==> config.mk <==
export PLATFORM = sky130hd
export DESIGN_NAME = hbpwm_top
export DESIGN_NICKNAME = d
export VERILOG_FILES = /design/src/logic/hbpwm_pkg.sv /design/src/logic/hbpwm_top.sv
export SDC_FILE = /design/constraint.sdc
export NUM_CORES = 1
export LEC_CHECK = 0
export ABC_AREA = 1
export BUFFER_PORTS_ARGS = -buffer_cell sky130_fd_sc_hd__buf_2
export CAP_MARGIN = 10
export CORE_MARGIN = 3
export CORE_UTILIZATION = 45
export CTS_CLUSTER_SIZE = 24
export DETAILED_ROUTE_END_ITERATION = 12
export PLACE_DENSITY = 0.69
export SYNTH_ARGS = -nofsm -noshare
export SYNTH_HDL_FRONTEND = slang
export SYNTH_SLANG_ARGS = --single-unit
==> constraint.sdc <==
create_clock -name aclk -period 2.9 [get_ports aclk]
set_clock_uncertainty 0.15 [all_clocks]
set_input_delay 0.435 -clock aclk [delete_from_list [all_inputs] [get_ports aclk]]
set_output_delay 0.435 -clock aclk [all_outputs]
set_load 0.02 [all_outputs]
==> src/logic/hbpwm_pkg.sv <==
// Package: register map, field layout and constants for the half-bridge PWM unit
package hbpwm_pkg;

  // ----------------------------------------------------------------
  // Register offsets
  // ----------------------------------------------------------------
  localparam logic [7:0] master_control_zero_off = 8'h00;
  localparam logic [7:0] timer_control_zero_off = 8'h04;
  localparam logic [7:0] period_reload_value_off = 8'h08;
  localparam logic [7:0] compare_zero_value_off = 8'h0c;
  localparam logic [7:0] repetition_count_off = 8'h10;
  localparam logic [7:0] deadtime_cfg_off = 8'h14;
  localparam logic [7:0] timer_irq_dma_enable_off = 8'h18;
  localparam logic [7:0] channel_output_enable_off = 8'h1c;
  localparam logic [7:0] status_off = 8'h20;
  localparam logic [7:0] counter_off = 8'h24;
  localparam logic [7:0] software_update_off = 8'h28;

  // ----------------------------------------------------------------
  // Field positions
  // ----------------------------------------------------------------
  localparam int counter_run_bit_pos = 0;
  localparam int continuous_run_select_pos = 0;
  localparam int shadow_enable_pos = 1;
  localparam int update_on_counter_reset_pos = 2;
  localparam int update_on_repetition_pos = 3;
  localparam int deadtime_insert_enable_pos = 4;
  localparam int out_a_set_on_period_pos = 5;
  localparam int out_a_clear_on_compare_zero_pos = 6;
  localparam int rising_deadtime_lsb = 0;
  localparam int falling_deadtime_lsb = 16;
  localparam int repetition_irq_enable_pos = 0;
  localparam int output_a_enable_pos = 0;
  localparam int output_b_enable_pos = 1;
  localparam int software_update_request_pos = 0;
  localparam int repetition_flag_pos = 0;

  // ----------------------------------------------------------------
  // Widths and reset values
  // ----------------------------------------------------------------
  localparam int cnt_w = 16;
  localparam int rep_w = 8;
  localparam int dt_w = 9;
  localparam logic [15:0] period_reset = 16'hffff;
  localparam logic [15:0] compare_reset = 16'h0000;
  localparam logic [6:0] ctl_reset = 7'h01;
  localparam logic [7:0] dt_tick_div = 8'h01;

  // AXI4-Lite responses
  localparam logic [1:0] resp_okay = 2'h0;
  localparam logic [1:0] resp_slverr = 2'h2;

  // Dead-time phase of the complementary pair
  typedef enum logic [1:0] {dt_idle, dt_rise, dt_fall} dt_state_t;

  // Outputs toward the gate drivers
  typedef struct packed {
    logic a;
    logic a_oe_n;
    logic b;
    logic b_oe_n;
  } gate_out_t;

endpackage : hbpwm_pkg

==> src/logic/hbpwm_top.sv <==
// Module: half-bridge variable-frequency PWM timer with AXI4-Lite registers
module hbpwm_top (
  input wire logic aclk,
  input wire logic aresetn,
  input wire logic [7:0] s_axi_awaddr,
  input wire logic s_axi_awvalid,
  output logic s_axi_awready,
  input wire logic [31:0] s_axi_wdata,
  input wire logic [3:0] s_axi_wstrb,
  input wire logic s_axi_wvalid,
  output logic s_axi_wready,
  output logic [1:0] s_axi_bresp,
  output logic s_axi_bvalid,
  input wire logic s_axi_bready,
  input wire logic [7:0] s_axi_araddr,
  input wire logic s_axi_arvalid,
  output logic s_axi_arready,
  output logic [31:0] s_axi_rdata,
  output logic [1:0] s_axi_rresp,
  output logic s_axi_rvalid,
  input wire logic s_axi_rready,
  output hbpwm_pkg::gate_out_t gate,
  output logic timer_irq_line_one
);

  // ----------------------------------------------------------------
  // State
  // ----------------------------------------------------------------
  logic run_q;
  logic [6:0] ctl_q;
  logic [15:0] per_sh_q, per_act_q, cmp_sh_q, cmp_act_q, cnt_q;
  logic [7:0] rep_q, rep_cnt_q;
  logic [8:0] dtr_q, dtf_q, dt_cnt_q;
  logic irq_en_q, rep_flag_q;
  logic [1:0] oen_q;
  logic a_q, b_q, a_pre_q, b_pre_q;
  logic [7:0] tick_cnt_q;
  hbpwm_pkg::dt_state_t dt_q;
  logic aw_held_q, w_held_q, bvalid_q, rvalid_q;
  logic [7:0] awaddr_q;
  logic [31:0] wdata_q, rdata_q;
  logic [3:0] wstrb_q;
  logic [1:0] bresp_q, rresp_q;

  // Byte-lane merge of a written word
  function automatic logic [31:0] merge(input logic [31:0] old, input logic [31:0] nw,
                                        input logic [3:0] strb);
    logic [31:0] r;
    r = old;
    for (int i = 0; i < 4; i++) begin
      if (strb[i]) begin
        r[i*8 +: 8] = nw[i*8 +: 8];
      end
    end
    return r;
  endfunction : merge

  // Known register offset
  function automatic logic mapped(input logic [7:0] a);
    return a <= hbpwm_pkg::software_update_off && a[1:0] == 2'h0;
  endfunction : mapped

  // ----------------------------------------------------------------
  // AXI4-Lite write path
  // ----------------------------------------------------------------
  wire aw_take = s_axi_awvalid && s_axi_awready;
  wire w_take = s_axi_wvalid && s_axi_wready;
  wire [7:0] wa = aw_held_q ? awaddr_q : s_axi_awaddr;
  wire [31:0] wd = w_held_q ? wdata_q : s_axi_wdata;
  wire [3:0] ws = w_held_q ? wstrb_q : s_axi_wstrb;
  wire have_aw = aw_held_q || s_axi_awvalid;
  wire have_w = w_held_q || s_axi_wvalid;
  wire wr_go = have_aw && have_w && !bvalid_q;
  assign s_axi_awready = !aw_held_q && !bvalid_q;
  assign s_axi_wready = !w_held_q && !bvalid_q;
  assign s_axi_bvalid = bvalid_q;
  assign s_axi_bresp = bresp_q;

  // Write strobes per register
  wire wr_mc = wr_go && wa == hbpwm_pkg::master_control_zero_off;
  wire wr_ctl = wr_go && wa == hbpwm_pkg::timer_control_zero_off;
  wire wr_per = wr_go && wa == hbpwm_pkg::period_reload_value_off;
  wire wr_cmp = wr_go && wa == hbpwm_pkg::compare_zero_value_off;
  wire wr_rep = wr_go && wa == hbpwm_pkg::repetition_count_off;
  wire wr_dt = wr_go && wa == hbpwm_pkg::deadtime_cfg_off;
  wire wr_ie = wr_go && wa == hbpwm_pkg::timer_irq_dma_enable_off;
  wire wr_oe = wr_go && wa == hbpwm_pkg::channel_output_enable_off;
  wire wr_st = wr_go && wa == hbpwm_pkg::status_off;
  wire wr_su = wr_go && wa == hbpwm_pkg::software_update_off;
  wire [31:0] per_m = merge({16'h0000, per_sh_q}, wd, ws);
  wire [31:0] cmp_m = merge({16'h0000, cmp_sh_q}, wd, ws);
  wire [31:0] dt_m = merge({7'h00, dtf_q, 7'h00, dtr_q}, wd, ws);
  wire sw_update = wr_su && ws[0] && wd[hbpwm_pkg::software_update_request_pos];

  // Hold address and data until both are present
  always_ff @(posedge aclk) begin
    if (!aresetn) begin
      aw_held_q <= 1'b0;
      w_held_q <= 1'b0;
      bvalid_q <= 1'b0;
      bresp_q <= hbpwm_pkg::resp_okay;
      awaddr_q <= 8'h00;
      wdata_q <= 32'h00000000;
      wstrb_q <= 4'h0;
    end else begin
      if (aw_take) awaddr_q <= s_axi_awaddr;
      if (w_take) wdata_q <= s_axi_wdata;
      if (w_take) wstrb_q <= s_axi_wstrb;
      aw_held_q <= wr_go ? 1'b0 : (aw_held_q || aw_take);
      w_held_q <= wr_go ? 1'b0 : (w_held_q || w_take);
      if (wr_go) begin
        bvalid_q <= 1'b1;
        bresp_q <= mapped(wa) ? hbpwm_pkg::resp_okay : hbpwm_pkg::resp_slverr;
      end else if (s_axi_bready) begin
        bvalid_q <= 1'b0;
      end
    end
  end

  // ----------------------------------------------------------------
  // AXI4-Lite read path
  // ----------------------------------------------------------------
  assign s_axi_arready = !rvalid_q;
  assign s_axi_rvalid = rvalid_q;
  assign s_axi_rdata = rdata_q;
  assign s_axi_rresp = rresp_q;
  wire [7:0] ra = s_axi_araddr;
  wire [31:0] rd_mux =
    ra == hbpwm_pkg::master_control_zero_off ? {31'h0, run_q} :
    ra == hbpwm_pkg::timer_control_zero_off ? {25'h0, ctl_q} :
    ra == hbpwm_pkg::period_reload_value_off ? {16'h0, per_sh_q} :
    ra == hbpwm_pkg::compare_zero_value_off ? {16'h0, cmp_sh_q} :
    ra == hbpwm_pkg::repetition_count_off ? {24'h0, rep_q} :
    ra == hbpwm_pkg::deadtime_cfg_off ? {7'h0, dtf_q, 7'h0, dtr_q} :
    ra == hbpwm_pkg::timer_irq_dma_enable_off ? {31'h0, irq_en_q} :
    ra == hbpwm_pkg::channel_output_enable_off ? {30'h0, oen_q} :
    ra == hbpwm_pkg::status_off ? {31'h0, rep_flag_q} :
    ra == hbpwm_pkg::counter_off ? {16'h0, cnt_q} : 32'h00000000;

  // Read answer one cycle after the address is taken
  always_ff @(posedge aclk) begin
    if (!aresetn) begin
      rvalid_q <= 1'b0;
      rdata_q <= 32'h00000000;
      rresp_q <= hbpwm_pkg::resp_okay;
    end else if (s_axi_arvalid && !rvalid_q) begin
      rvalid_q <= 1'b1;
      rdata_q <= rd_mux;
      rresp_q <= mapped(ra) ? hbpwm_pkg::resp_okay : hbpwm_pkg::resp_slverr;
    end else if (s_axi_rready) begin
      rvalid_q <= 1'b0;
    end
  end

  // ----------------------------------------------------------------
  // Counter, events and shadow transfer
  // ----------------------------------------------------------------
  wire shadow_on = ctl_q[hbpwm_pkg::shadow_enable_pos];
  wire per_evt = run_q && ctl_q[hbpwm_pkg::continuous_run_select_pos]
                 && cnt_q >= per_act_q;
  wire cmp_evt = run_q && cnt_q == cmp_act_q;
  wire rep_evt = per_evt && rep_cnt_q == 8'h00;
  wire upd_evt = sw_update
    || (per_evt && ctl_q[hbpwm_pkg::update_on_counter_reset_pos])
    || (rep_evt && ctl_q[hbpwm_pkg::update_on_repetition_pos]);

  // Config registers written by software
  always_ff @(posedge aclk) begin
    if (!aresetn) begin
      run_q <= 1'b0;
      ctl_q <= hbpwm_pkg::ctl_reset;
      rep_q <= 8'h00;
      dtr_q <= 9'h000;
      dtf_q <= 9'h000;
      irq_en_q <= 1'b0;
      oen_q <= 2'h0;
    end else begin
      if (wr_mc && ws[0]) run_q <= wd[hbpwm_pkg::counter_run_bit_pos];
      if (wr_ctl && ws[0]) ctl_q <= wd[6:0];
      if (wr_rep && ws[0]) rep_q <= wd[7:0];
      if (wr_dt) begin
        dtr_q <= dt_m[hbpwm_pkg::rising_deadtime_lsb +: 9];
        dtf_q <= dt_m[hbpwm_pkg::falling_deadtime_lsb +: 9];
      end
      if (wr_ie && ws[0]) irq_en_q <= wd[hbpwm_pkg::repetition_irq_enable_pos];
      if (wr_oe && ws[0]) oen_q <= wd[1:0];
    end
  end

  // Shadow and active period / compare pair
  always_ff @(posedge aclk) begin
    if (!aresetn) begin
      per_sh_q <= hbpwm_pkg::period_reset;
      cmp_sh_q <= hbpwm_pkg::compare_reset;
      per_act_q <= hbpwm_pkg::period_reset;
      cmp_act_q <= hbpwm_pkg::compare_reset;
    end else begin
      if (wr_per) per_sh_q <= per_m[15:0];
      if (wr_cmp) cmp_sh_q <= cmp_m[15:0];
      if (!shadow_on) begin
        if (wr_per) per_act_q <= per_m[15:0];
        if (wr_cmp) cmp_act_q <= cmp_m[15:0];
      end else if (upd_evt) begin
        per_act_q <= per_sh_q;
        cmp_act_q <= cmp_sh_q;
      end
    end
  end

  // Up-counter, repetition counter and sticky repetition flag
  always_ff @(posedge aclk) begin
    if (!aresetn) begin
      cnt_q <= 16'h0000;
      rep_cnt_q <= 8'h00;
      rep_flag_q <= 1'b0;
    end else begin
      if (per_evt) cnt_q <= 16'h0000;
      else if (run_q) cnt_q <= cnt_q + 16'h0001;
      if (rep_evt) rep_cnt_q <= rep_q;
      else if (per_evt) rep_cnt_q <= rep_cnt_q - 8'h01;
      else if (!run_q) rep_cnt_q <= rep_q;
      // Set beats a clear written in the same cycle
      if (rep_evt) rep_flag_q <= 1'b1;
      else if (wr_st && ws[0] && wd[hbpwm_pkg::repetition_flag_pos]) rep_flag_q <= 1'b0;
    end
  end

  assign timer_irq_line_one = rep_flag_q && irq_en_q;

  // ----------------------------------------------------------------
  // Output A and dead-time generator for B
  // ----------------------------------------------------------------
  wire tick = tick_cnt_q == hbpwm_pkg::dt_tick_div - 8'h01;
  wire dt_on = ctl_q[hbpwm_pkg::deadtime_insert_enable_pos];

  // Output A set/reset crossbar, set has priority
  always_ff @(posedge aclk) begin
    if (!aresetn) begin
      a_pre_q <= 1'b0;
      tick_cnt_q <= 8'h00;
    end else begin
      tick_cnt_q <= tick ? 8'h00 : tick_cnt_q + 8'h01;
      if (per_evt && ctl_q[hbpwm_pkg::out_a_set_on_period_pos]) a_pre_q <= 1'b1;
      else if (cmp_evt && ctl_q[hbpwm_pkg::out_a_clear_on_compare_zero_pos])
        a_pre_q <= 1'b0;
    end
  end

  // With dead-time on, complementary pair with both legs low in each dead-time; with it off, A follows a_pre_q and B is held low
  always_ff @(posedge aclk) begin
    if (!aresetn) begin
      a_q <= 1'b0;
      b_q <= 1'b0;
      b_pre_q <= 1'b1;
      dt_cnt_q <= 9'h000;
      dt_q <= hbpwm_pkg::dt_idle;
    end else if (!dt_on) begin
      a_q <= a_pre_q;
      b_q <= 1'b0;
      b_pre_q <= !a_pre_q;
      dt_q <= hbpwm_pkg::dt_idle;
    end else begin
      case (dt_q)
        hbpwm_pkg::dt_idle: begin
          if (a_pre_q != a_q || (!a_pre_q && b_pre_q != b_q) || a_pre_q == b_q) begin
            a_q <= 1'b0;
            b_q <= 1'b0;
            // Entry edge is the first tick, so the gap equals the value
            dt_cnt_q <= 9'h001;
            dt_q <= a_pre_q ? hbpwm_pkg::dt_rise : hbpwm_pkg::dt_fall;
          end
        end
        hbpwm_pkg::dt_rise: begin
          if (!a_pre_q) dt_q <= hbpwm_pkg::dt_fall;
          else if (dt_cnt_q >= dtr_q) begin
            a_q <= 1'b1;
            dt_q <= hbpwm_pkg::dt_idle;
          end else if (tick) dt_cnt_q <= dt_cnt_q + 9'h001;
        end
        hbpwm_pkg::dt_fall: begin
          if (a_pre_q) dt_q <= hbpwm_pkg::dt_rise;
          else if (dt_cnt_q >= dtf_q) begin
            b_q <= 1'b1;
            dt_q <= hbpwm_pkg::dt_idle;
          end else if (tick) dt_cnt_q <= dt_cnt_q + 9'h001;
        end
        default: dt_q <= hbpwm_pkg::dt_idle;
      endcase
    end
  end

  // Pin drive gated by the channel output enables
  assign gate.a = a_q;
  assign gate.b = b_q;
  assign gate.a_oe_n = !oen_q[hbpwm_pkg::output_a_enable_pos];
  assign gate.b_oe_n = !oen_q[hbpwm_pkg::output_b_enable_pos];

endmodule : hbpwm_top

---- Word-level counts from Yosys, hierarchy flattened ----
Index checks and enable logic that the tools add are counted.
operators by class
  add/subtract/negate cells ............... 4
  order comparisons ....................... 5
  equality and inequality tests ........... 38
  mux-type cells .......................... 58
  bitwise logic cells ..................... 1
  reduce and logical (&&, ||, !) cells .... 82
operator list
  cell                   number
  $mux 25                7
  $mux 16                10
  $eq 8x5->1 const B     8
  $mux 8                 8
  $mux 9                 6
  $logic_and 1x1->1      38
  $eq 8x4->1 const B     4
  $eq 8x6->1 const B     4
  $logic_not 8->1        4
  $pmux 9 s3             1
  $ge 9x9->1             2
  $add 16x1->16 const B  1
  $eq 16x16->1           1
  $eq 8x3->1 const B     2
  $ge 16x16->1           1
  $le 8x6->1 const B     2
  $mux 2                 8
  $ne 3x3->1 const B     5
  $mux 1                 14
  $reduce_and 2->1       7
  $reduce_bool 2->1      7
  $ne 2x2->1 const B     6
  $add 9x1->9 const B    1
  $add 8x1->8 const B    1
  19 further kinds       40
word-level totals
  register bits ........................... 226
  input bits .............................. 59
  output and inout bits ................... 46
  logic and storage cells ................. 221

---- Depth between registers and ports, before layout ----
Gate-level depths: netlist (run 1).
  depth after elaboration ................. 11
  depth in mapped cells ................... 18

---- Worst setup path before layout (run 1) ----
OpenSTA, ideal clock, no wires.
  path type ............................... register to register
  start point ............................. register dtr_q[8]
  end point ............................... register dt_cnt_q[0]
  data arrival time ....................... 1.868 ns
  path slack .............................. 0.812 ns
  stages on the path, launching flop included .. 12
  period minus slack after synthesis ...... 2.088 ns
  path through ............................ dfxtp_1 > inv_1 > ha_1 > inv_1 > nor3_1 > nand2_1 > o2111ai_1 > nand2_1 > nand3_1 > buf_2 > o21ai_0 > a21oi_1
between the ends
  cells in the longest elaborated chain, start to end .. 3
RTL lines
  item                        RTL line          text
  start, declared             hbpwm_top.sv:33   logic [8:0] dtr_q, dtf_q, dt_cnt_q;
  start signal, assigned      hbpwm_top.sv:182  dtr_q <= dt_m[hbpwm_pkg::rising_deadtime_lsb +: 9];
  $ge 9x9->1                  hbpwm_top.sv:275  else if (dt_cnt_q >= dtr_q) begin
  $ne 2x2->1 (no line)        n/a
  $reduce_and 7->1 (no line)  n/a
  end signal, assigned        hbpwm_top.sv:278  end else if (tick) dt_cnt_q <= dt_cnt_q + 9'h001;
  end signal, assigned        hbpwm_top.sv:285  end else if (tick) dt_cnt_q <= dt_cnt_q + 9'h001;
  end, declared               hbpwm_top.sv:33
Every way passes these cells.
A chain may end at the register's enable or synchronous reset.

---- Worst setup path after layout (run 1) ----
  start point ............................. register cnt_q[0]
  end point ............................... register rep_cnt_q[6]
between the ends
  cells in the longest elaborated chain, start to end .. 4
  elaborated cells on any way between the ends .. 6
  those cells by class .................... order compare (1); eq/ne (1); mux (2); reduce/logical (2)
RTL lines
  item                                            RTL line                            text
  start, declared                                 hbpwm_top.sv:31                     logic [15:0] per_sh_q, per_act_q, cmp_sh_q, cmp_act_q, cnt_q;
  start signal, assigned                          hbpwm_top.sv:218                    else if (run_q) cnt_q <= cnt_q + 16'h0001;
  $ge 16x16->1 (*)                                hbpwm_top.sv:160                    && cnt_q >= per_act_q;
  $logic_and 1x1->1 (*)                           hbpwm_top.sv:160
  $logic_and 1x1->1 or $mux 8 (tied branches)     hbpwm_top.sv:162, hbpwm_top.sv:220
  $ne 3x1->1 (no line) or $mux 8 (tied branches)  n/a
  end signal, assigned                            hbpwm_top.sv:219                    if (rep_evt) rep_cnt_q <= rep_q;
  end signal, assigned                            hbpwm_top.sv:220                    else if (per_evt) rep_cnt_q <= rep_cnt_q - 8'h01;
  end signal, assigned                            hbpwm_top.sv:221                    else if (!run_q) rep_cnt_q <= rep_q;
  end, declared                                   hbpwm_top.sv:32                     logic [7:0] rep_q, rep_cnt_q;
Every way passes the cells marked *; elsewhere a longest branch is shown, timed or not.

==> results of run 1 <==
-- metal layers --
layer  track usage  vias up
met5             0        -
li1              -     5646
met2         0.343      339
met3        0.0392       51
met4        0.0534        2
met1         0.332     5117
-- kinds of logic after synthesis --
| logic type | after synthesis | share of synthesized area |
|---|---|---|
| mux | 1 | 0.00194 |
| buf+inv | 301 | 0.109 |
| xor+xnor | 28 | 0.0211 |
| compound gates | 464 | 0.217 |
| flops | 217 | 0.374 |
| fa+ha+maj | 43 | 0.0463 |
| other cells | 1 | 0.000323 |
| simple gates | 610 | 0.231 |
-- worst min-delay path, stage by stage --
cell                      delay [ns]
sky130_fd_sc_hd__buf_2          0.07
sky130_fd_sc_hd__inv_1          0.04
sky130_fd_sc_hd__a21oi_1        0.10
-- state kept, by name, indices dropped and copies added, names as in the netlist, 4 cells and up --
signal	flops
awaddr_q	8
cmp_act_q	16
cmp_sh_q	16
cnt_q	16
ctl_q	7
dt_cnt_q	9
dtf_q	9
dtr_q	9
per_act_q	16
per_sh_q	16
rep_cnt_q	8
rep_q	8
s_axi_rdata	25
tick_cnt_q	8
wdata_q	25
wstrb_q	4
-- worst max path at each step --
stage / end / slack [ns] / depth (start not counted) / startpoint
after floorplan: dt_cnt_q[0] / 0.81 / 11 / dtr_q[8]
after global placement: rep_cnt_q[1] / 0.39 / 13 / per_act_q[13]
after detailed placement: rep_cnt_q[6] / 0.33 / 11 / cnt_q[0]
after CTS: rep_cnt_q[6] / 0.32 / 11 / cnt_q[0]
after global routing: rep_cnt_q[6] / 0.01 / 16 / cnt_q[0]
final: rep_cnt_q[6] / 0.29 / 11 / cnt_q[0]
-- through the flow --
step	cell area (um^2)	setup WS, ns	total power [mW]
finish	13100	0.290	6.82
global route	13100	0.0109	7.10
CTS	13100	0.318	6.87
detailed placement	12300	0.333	3.79
global placement	12300	0.388	3.78
floorplan	11600	0.812	3.60
-- layout make-up --
type	count	area share
Sequential cell	217	0.331
Clock inverter	9	0.00552
Inverter	213	0.0608
Clock buffer	36	0.0553
Multi-Input combinational cell	1155	0.459
Tap cell	330	0.0314
Timing Repair Buffer	127	0.0569
-- power by group --
part	leakage (nW)	switching [mW]	total [mW]	internal (mW)
clock	0.399	1.26	3.08	1.82
combinational	3.66	0.454	0.642	0.189
sequential	1.76	0.0392	3.09	3.05
total	5.82	1.75	6.82	5.06
-- cells in the mapped netlist, types with 6 or more instances --
cell type,instances
sky130_fd_sc_hd__a21oi_1,190
sky130_fd_sc_hd__a21oi_2,6
sky130_fd_sc_hd__a31oi_1,6
sky130_fd_sc_hd__buf_2,15
sky130_fd_sc_hd__buf_4,13
sky130_fd_sc_hd__buf_6,9
sky130_fd_sc_hd__clkbuf_1,48
sky130_fd_sc_hd__dfxtp_1,217
sky130_fd_sc_hd__ha_1,43
sky130_fd_sc_hd__inv_1,206
sky130_fd_sc_hd__nand2_1,307
sky130_fd_sc_hd__nand2_2,6
sky130_fd_sc_hd__nand3_1,95
sky130_fd_sc_hd__nand4_1,21
sky130_fd_sc_hd__nor2_1,127
sky130_fd_sc_hd__nor3_1,21
sky130_fd_sc_hd__o211ai_1,8
sky130_fd_sc_hd__o21ai_0,210
sky130_fd_sc_hd__o21ai_1,6
sky130_fd_sc_hd__o21ai_2,6
sky130_fd_sc_hd__o221ai_1,10
sky130_fd_sc_hd__o22ai_1,7
sky130_fd_sc_hd__xnor2_1,11
sky130_fd_sc_hd__xor2_1,17
==> impl_metrics.py, run 1 <==
metrics = {
    "run_status": {
        "outcome": "finished, final reports clean",
    },
    "global_routing": {
        "grt_overflow": 0,
        "grt_first_pass_wirelength_um": 52300,
        "antenna_found_initial": 1,
        "grt_pass1_vias": 10000,
        "pin_count_of_the_biggest_net_entering_global_routing": 55,
        "globalRouteTotalUtil": 0.225,
    },
    "cts": {
        "cts_num_sinks": 217,
        "cts-root-buf": "sky130_fd_sc_hd__clkbuf_16",
        "cts_hold_repair_buffers": 0,
        "cts-htree-levels": 1,
        "clock_tree_from_tritoncts": "yes",
        "clk-insertion-delay-late_ns": 0.52,
        "cts_resized": 0,
        "max-clock-path-buffers": 3,
        "numCtsBuffers": 25,
        "postCtsSetupRepairBufs": 0,
        "cts.reportedPaths.clkPinSlew_ns": 0.06,
    },
    "finish": {
        "area_growth_syn_to_layout_pct": 13.1,
        "post_route_cells_drive_above_1_share": 0.122,
        "stdcell_count": 2087,
        "antenna_cells_inserted": 0,
        "most_common_cell_after_layout_fill_and_taps_aside": "sky130_fd_sc_hd__nand2_1",
        "mostFrequentLayoutCells": "sky130_fd_sc_hd__nand2_1, sky130_fd_sc_hd__dfxtp_1, sky130_fd_sc_hd__o21ai_0, sky130_fd_sc_hd__inv_1, sky130_fd_sc_hd__a21oi_1",
        "sequential_cell_area_um2": 4340,
        "finalCoreUtilization": 0.520,
        "num-nets-final": 1841,
        "multi_input_area_um2": 6040,
        "fillCellCount": 2519,
    },
    "drt": {
        "route.antenna.remaining_nets": 0,
        "finalWirelength_um": 32200,
        "route.layer.met1.wl_um": 15400,
        "total_via_count_in_the_routed_design": 11200,
        "detail_route.wl_per_cell_um": 15.4,
        "routed.top_layer": "met5",
        "post-route-drc-count": 0,
        "met3RoutedLength_um": 2380,
        "vias_per_cell": 5.34,
        "initialDrtViolationCount": 954,
        "drt-pass1-iter-count": 5,
        "routed-wl-met2_um": 13600,
    },
    "worst_setup_path": {
        "start_kind": "flop",
        "rrSetupSlack_ns": 0.29,
        "path_class": "reg -> reg",
        "r2r-start": "cnt_q[0]",
        "crit_top_cell": "sky130_fd_sc_hd__nand2_1",
        "worst-endpoint-arrival_ns": 2.85,
        "crit-reg2reg-capture": "rep_cnt_q[6]",
        "worstPathMaxFanout": 10,
        "slowest_cell_delay_on_critical_path_ns": 0.40,
        "path_buf_inv": 2,
        "critical_path.endpoint_type": "flop",
        "depth_of_the_most_critical_reg_to_reg_path": 11,
        "critPathSlowestCell": "sky130_fd_sc_hd__dfxtp_1",
        "required_time_of_the_critical_path_ns": 3.14,
        "critical-path-top-delay-family": "simple AND/OR/NAND/NOR gates",
        "timing.critical_path.cells": "inv_1 > ha_1 > nand2_1 > nor2_1 > nand3_1 > nand3_1 > nand2_1 > inv_1 > nand2_1 > o21ai_0 > a21oi_1",
    },
    "synth": {
        "netlist_top_cells_area": "sky130_fd_sc_hd__dfxtp_1, sky130_fd_sc_hd__nand2_1, sky130_fd_sc_hd__o21ai_0",
        "synth-async-reset-ratio": 0,
        "synth.lib_cells_used.distinct": 52,
        "post_synth_edffs": 0,
        "ys_seq_elements": 217,
        "mappedNetlistArea_um2": 11600,
        "synth_top_cell_by_area": "sky130_fd_sc_hd__dfxtp_1",
        "yosysTopAreaCellShare": 0.374,
        "post_synth_inst_count": 1665,
        "synth_seq_area_share": 0.374,
        "syn_avg_cell_area_um2": 6.98,
        "ys.warnings.count": 0,
        "postSynth.topFlopCell": "sky130_fd_sc_hd__dfxtp_1",
    },
    "die": {
        "floorplan.rows": 58,
        "die_w_um": 167,
        "core_footprint_um2": 25300,
        "io_pins": 105,
        "initial_cell_density_of_the_core": 0.460,
        "floorplan.die.height_um": 167,
        "floorplan.die_area_um2": 27800,
    },
    "timing": {
        "hold_viol_final": 0,
        "timing.slew.headroom": 0.0740,
        "worstMarginPinSlew_ns": 1.37,
        "unrepaired_setup_endpoints_after_global_routing": "false",
        "fin_tns_setup_ns": 0,
        "hold_slack_ns": 0.0171,
        "final_max_slew_viol_count": 0,
        "final.period_utilization": 0.900,
        "clock.fmax_mhz": 383,
        "fin_crit_ns": 2.61,
        "finalSetupViolCount": 0,
    },
    "placed_design": {
        "place.gp.congestion": 0.933,
        "port_buffers": 88,
        "numPlacedInstances": 2042,
        "place_hpwl_um": 23400,
    },
    "power_and_ir_drop": {
        "power_density_nw_per_um2": 519,
        "power.ir.vdd_worst_uv": 401,
        "power.leakage_nw": 5.82,
    },
    "hold_path": {
        "worst_hold_path.num_cells": 3,
        "worst_hold_path_type": "in -> reg",
        "worst_case_hold_path_end_point": "wdata_q[21]",
        "timing.hold.worst.start": "s_axi_wdata[21]",
    },
    "flow_run": {
        "max_cap_check_violation_count": 0,
    },
}
No activity file was read; power rests on OpenSTA's default activity.
==> inputs of run 2 (changes only) <==
Settings changed: CAP_MARGIN 10 to not set.
Clock period 2.9 ns to 3 ns, I/O delays scaled along.
==> impl_metrics.py, run 2 (synthesis results as in run 1) <==
metrics = {
    "die": {
        "core_footprint_um2": 25300,
        "floorplan.rows": 58,
        "floorplan.die_area_um2": 27800,
        "io_pins": 105,
        "floorplan.die.height_um": 167,
        "die_w_um": 167,
        "initial_cell_density_of_the_core": 0.460,
    },
    "worst_setup_path": {
        "critical_path.endpoint_type": "flop",
        "slowest_cell_delay_on_critical_path_ns": 0.49,
        "critPathSlowestCell": "sky130_fd_sc_hd__dfxtp_1",
        "path_class": "reg -> reg",
        "worstPathMaxFanout": 17,
        "required_time_of_the_critical_path_ns": 3.25,
        "timing.critical_path.cells": "ha_1 > a21o_1 > nor2_1 > nand2_1 > nand2_1 > nand3_1 > nand3_1 > nand3_1 > nand2_2 > buf_4 > nand3_1 > nand2_1 > nor2_1",
        "crit_top_cell": "sky130_fd_sc_hd__nand3_1",
        "path_buf_inv": 1,
        "worst-endpoint-arrival_ns": 2.88,
        "critical-path-top-delay-family": "simple AND/OR/NAND/NOR gates",
        "start_kind": "flop",
    },
    "power_and_ir_drop": {
        "power.ir.vdd_worst_uv": 379,
        "design_power_total_mw": 6.51,
        "power_density_nw_per_um2": 499,
        "power.leakage_nw": 5.75,
    },
    "drt": {
        "finalWirelength_um": 32400,
        "detail_route.wl_per_cell_um": 15.6,
        "initialDrtViolationCount": 1014,
        "vias_per_cell": 5.40,
        "route.antenna.remaining_nets": 0,
        "total_via_count_in_the_routed_design": 11200,
        "drt-pass1-iter-count": 6,
        "post-route-drc-count": 0,
    },
    "finish": {
        "area_growth_syn_to_layout_pct": 12.3,
        "mostFrequentLayoutCells": "sky130_fd_sc_hd__nand2_1, sky130_fd_sc_hd__dfxtp_1, sky130_fd_sc_hd__o21ai_0, sky130_fd_sc_hd__inv_1, sky130_fd_sc_hd__a21oi_1",
        "post_route_cells_drive_above_1_share": 0.114,
        "finalInstanceArea_um2": 13000,
        "finalCoreUtilization": 0.517,
        "fillCellCount": 2479,
        "antenna_cells_inserted": 0,
        "num-nets-final": 1831,
        "stdcell_count": 2072,
        "most_common_cell_after_layout_fill_and_taps_aside": "sky130_fd_sc_hd__nand2_1",
    },
    "cts": {
        "cts.reportedPaths.clkPinSlew_ns": 0.06,
        "cts_num_sinks": 217,
        "numCtsBuffers": 25,
        "max-clock-path-buffers": 3,
        "cts-htree-levels": 1,
        "cts_resized": 0,
        "clock_tree_from_tritoncts": "yes",
        "cts_hold_repair_buffers": 0,
        "cts-root-buf": "sky130_fd_sc_hd__clkbuf_16",
        "postCtsSetupRepairBufs": 0,
        "clk-insertion-delay-late_ns": 0.52,
    },
    "global_routing": {
        "grt_first_pass_wirelength_um": 51900,
        "antenna_found_initial": 0,
        "pin_count_of_the_biggest_net_entering_global_routing": 61,
        "grt_pass1_vias": 9893,
        "grt_overflow": 0,
        "globalRouteTotalUtil": 0.223,
    },
    "placed_design": {
        "place_hpwl_um": 23400,
        "dpl-instance-area_um2": 12300,
        "numPlacedInstances": 2032,
        "port_buffers": 88,
        "pre_cts_slack_ns": 0.353,
        "place.gp.congestion": 0.903,
    },
    "timing": {
        "fin_tns_setup_ns": 0,
        "worstMarginPinSlew_ns": 1.18,
        "finalSetupViolCount": 0,
        "unrepaired_setup_endpoints_after_global_routing": "false",
        "hold_viol_final": 0,
        "clock.fmax_mhz": 379,
        "final.period_utilization": 0.879,
        "hold_slack_ns": 0.0314,
        "final_max_slew_viol_count": 0,
        "timing.final.ws_setup_ns": 0.364,
        "fin_crit_ns": 2.64,
        "timing.slew.headroom": 0.208,
    },
    "hold_path": {
        "worst_hold_path_type": "in -> reg",
    },
    "flow_run": {
        "max_cap_check_violation_count": 0,
    },
    "run_status": {
        "outcome": "finished, final reports clean",
    },
}
[run 2: final cells by class]
cell class / count / area (um^2) / share of cell area
inverter: 213 / 800 / 0.0613
multi-input combinational: 1155 / 6040 / 0.463
clock inverter: 8 / 92.6 / 0.00710
tap: 330 / 413 / 0.0316
sequential: 217 / 4340 / 0.333
timing repair buffer: 117 / 698 / 0.0535
clock buffer: 32 / 662 / 0.0507
[run 2: metal layers]
| layer | track usage | vias to the layer above | routed length, um | part of all wire |
|---|---|---|---|---|
| li1 | - | 5617 | - | - |
| met1 | 0.337 | 5124 | 15600 | 0.48 |
| met2 | 0.340 | 403 | 13800 | 0.43 |
| met3 | 0.0316 | 35 | 2490 | 0.077 |
| met4 | 0.0481 | 0 | 486 | 0.015 |
| met5 | 0 | - | 0 | 0 |
[run 2: worst min-delay path, cell delays in order]
cell                      delay [ns]
sky130_fd_sc_hd__buf_2          0.09
sky130_fd_sc_hd__inv_1          0.05
sky130_fd_sc_hd__a21oi_1        0.05
[run 2: final timing paths]
kind | startpoint | endpoint | slack (ns) | depth (start not counted)
max | cnt_q[7] | cmp_act_q[0] | 0.36 | 13
min reg2reg | tick_cnt_q[0] | tick_cnt_q[0] | 0.29 | 1
min | s_axi_wdata[24] | wdata_q[24] | 0.03 | 3
max reg2reg | cnt_q[7] | cmp_act_q[0] | 0.36 | 13
[run 2: where the power goes]
group / total (mW) / internal (mW) / switching (mW)
Sequential: 2.99 / 2.95 / 0.0355
Combinational: 0.630 / 0.182 / 0.448
Clock: 2.90 / 1.71 / 1.19
Total: 6.51 / 4.84 / 1.67
==> inputs of run 3 (changes only) <==
Settings changed: CORE_UTILIZATION 45 to 60, PLACE_DENSITY 0.69 to 0.86.
Clock period 3 ns to 2.8 ns, I/O delays scaled along.
==> impl_metrics.py, run 3 (synthesis results as in run 1) <==
metrics = {
    "run_status": {
        "outcome": "finished, final reports clean",
    },
    "worst_setup_path": {
        "start_kind": "flop",
        "slowest_cell_delay_on_critical_path_ns": 0.42,
        "critical-path-top-delay-family": "simple AND/OR/NAND/NOR gates",
        "path_class": "reg -> reg",
        "path_buf_inv": 1,
        "critical_path.endpoint_type": "flop",
        "required_time_of_the_critical_path_ns": 3.10,
        "critPathSlowestCell": "sky130_fd_sc_hd__dfxtp_1",
        "timing.critical_path.cells": "buf_4 > mux2i_4 > nand2_1 > nor2_2 > nand2_2 > nor2_4 > nand2_4 > nand2_4 > nand2_1 > nand3_1",
        "worstPathMaxFanout": 17,
        "worst-endpoint-arrival_ns": 2.90,
    },
    "finish": {
        "most_common_cell_after_layout_fill_and_taps_aside": "sky130_fd_sc_hd__nand2_1",
        "finalInstanceArea_um2": 13100,
        "area_growth_syn_to_layout_pct": 13.1,
        "antenna_cells_inserted": 0,
        "post_route_cells_drive_above_1_share": 0.123,
        "fillCellCount": 1553,
        "mostFrequentLayoutCells": "sky130_fd_sc_hd__nand2_1, sky130_fd_sc_hd__dfxtp_1, sky130_fd_sc_hd__o21ai_0, sky130_fd_sc_hd__inv_1, sky130_fd_sc_hd__a21oi_1",
        "num-nets-final": 1844,
    },
    "timing": {
        "finalSetupViolCount": 0,
        "timing.final.ws_setup_ns": 0.206,
        "unrepaired_setup_endpoints_after_global_routing": "false",
        "clock.fmax_mhz": 385,
        "hold_viol_final": 0,
        "fin_tns_setup_ns": 0,
        "final.period_utilization": 0.927,
        "hold_slack_ns": 0.00212,
        "final_max_slew_viol_count": 0,
        "timing.slew.headroom": 0.284,
        "fin_crit_ns": 2.59,
        "worstMarginPinSlew_ns": 1.06,
    },
    "global_routing": {
        "grt_first_pass_wirelength_um": 52300,
        "antenna_found_initial": 0,
        "pin_count_of_the_biggest_net_entering_global_routing": 79,
        "globalRouteTotalUtil": 0.295,
        "grt_overflow": 0,
        "grt_pass1_vias": 10400,
    },
    "die": {
        "floorplan.rows": 50,
        "floorplan.die.height_um": 145,
        "initial_cell_density_of_the_core": 0.615,
        "floorplan.die_area_um2": 21100,
        "core_footprint_um2": 18900,
        "io_pins": 105,
        "die_w_um": 145,
    },
    "drt": {
        "vias_per_cell": 5.74,
        "initialDrtViolationCount": 1289,
        "route.antenna.remaining_nets": 0,
        "detail_route.wl_per_cell_um": 15.8,
        "drt-pass1-iter-count": 8,
        "total_via_count_in_the_routed_design": 11600,
        "post-route-drc-count": 0,
        "finalWirelength_um": 32000,
    },
    "cts": {
        "cts.reportedPaths.clkPinSlew_ns": 0.06,
        "cts_num_sinks": 217,
        "clock_tree_from_tritoncts": "yes",
        "postCtsSetupRepairBufs": 0,
        "max-clock-path-buffers": 3,
        "cts-htree-levels": 1,
        "numCtsBuffers": 24,
        "clk-insertion-delay-late_ns": 0.52,
        "cts-root-buf": "sky130_fd_sc_hd__clkbuf_16",
    },
    "flow_run": {
        "max_cap_check_violation_count": 0,
    },
    "placed_design": {
        "place.gp.congestion": 0.981,
        "place_hpwl_um": 22700,
        "dpl-instance-area_um2": 12300,
        "port_buffers": 88,
        "pre_cts_slack_ns": 0.157,
    },
    "power_and_ir_drop": {
        "power.leakage_nw": 5.87,
        "power.ir.vdd_worst_uv": 540,
        "power_density_nw_per_um2": 542,
    },
    "hold_path": {
        "worst_hold_path_type": "in -> reg",
    },
}
## run 3: cell count changes in the layout (fill, tap and decap cells not counted), moves of 2 or more
cell and change:
sky130_fd_sc_hd__buf_4 +14, sky130_fd_sc_hd__clkbuf_8 +12, sky130_fd_sc_hd__clkbuf_1 -3, sky130_fd_sc_hd__clkinv_2 -3
sky130_fd_sc_hd__bufinv_16 -2, sky130_fd_sc_hd__nand2_2 -2, sky130_fd_sc_hd__nand2_4 +2
## run 3: what timing repair did
item	4_1_cts	5_1_grt
resized for setup	0	3
endpoints found under the hold margin	1	0
setup endpoints to repair	0	21
hold buffers	1	0
## run 3: where the power goes
group / switching, mW / internal [mW] / total (mW)
logic: 0.483 / 0.204 / 0.687
clock network: 1.27 / 1.96 / 3.24
registers: 0.0410 / 3.16 / 3.20
## run 3: layout make-up
cell class | count | area (um^2) | area share
clock buffer | 41 | 816 | 0.0621
inverter | 213 | 800 | 0.0608
timing repair buffer | 131 | 793 | 0.0604
tap | 260 | 325 | 0.0248
sequential | 217 | 4340 | 0.331
clock inverter | 2 | 10.0 | 0.000762
multi-input combinational | 1155 | 6050 | 0.461
## run 3: metal layers
metal / track usage / up-vias / wire length, um
met4: 0.0893 / 0 / 1060
met2: 0.443 / 617 / 13500
met1: 0.427 / 5224 / 13900
met3: 0.0606 / 104 / 3490
met5: 0 / - / 0
li1: - / 5647 / -
## run 3: final timing paths
check	startpoint	end	slack, ns	cells past startpoint
setup reg to reg	aw_held_q	per_act_q[6]	0.21	10
hold reg to reg	tick_cnt_q[0]	tick_cnt_q[0]	0.30	1
setup / recovery	aw_held_q	per_act_q[6]	0.21	10
hold / removal	s_axi_wdata[15]	wdata_q[15]	0.002	3
## run 3: worst min-delay path: cells and delay by family
family          cells  cell delay, ns
compound gates      1            0.10
buf+inv             2            0.11
## run 3: stage by stage
| step | utilization | cells | power, mW |
|---|---|---|---|
| after floorplan | - | 1673 | 3.73 |
| after global placement | 0.651 | 1975 | 3.91 |
| after detailed placement | 0.651 | 1975 | 3.93 |
| after CTS | 0.695 | 2019 | 7.12 |
| after global routing | 0.696 | 2019 | 7.37 |
| final | 0.696 | 2019 | 7.13 |
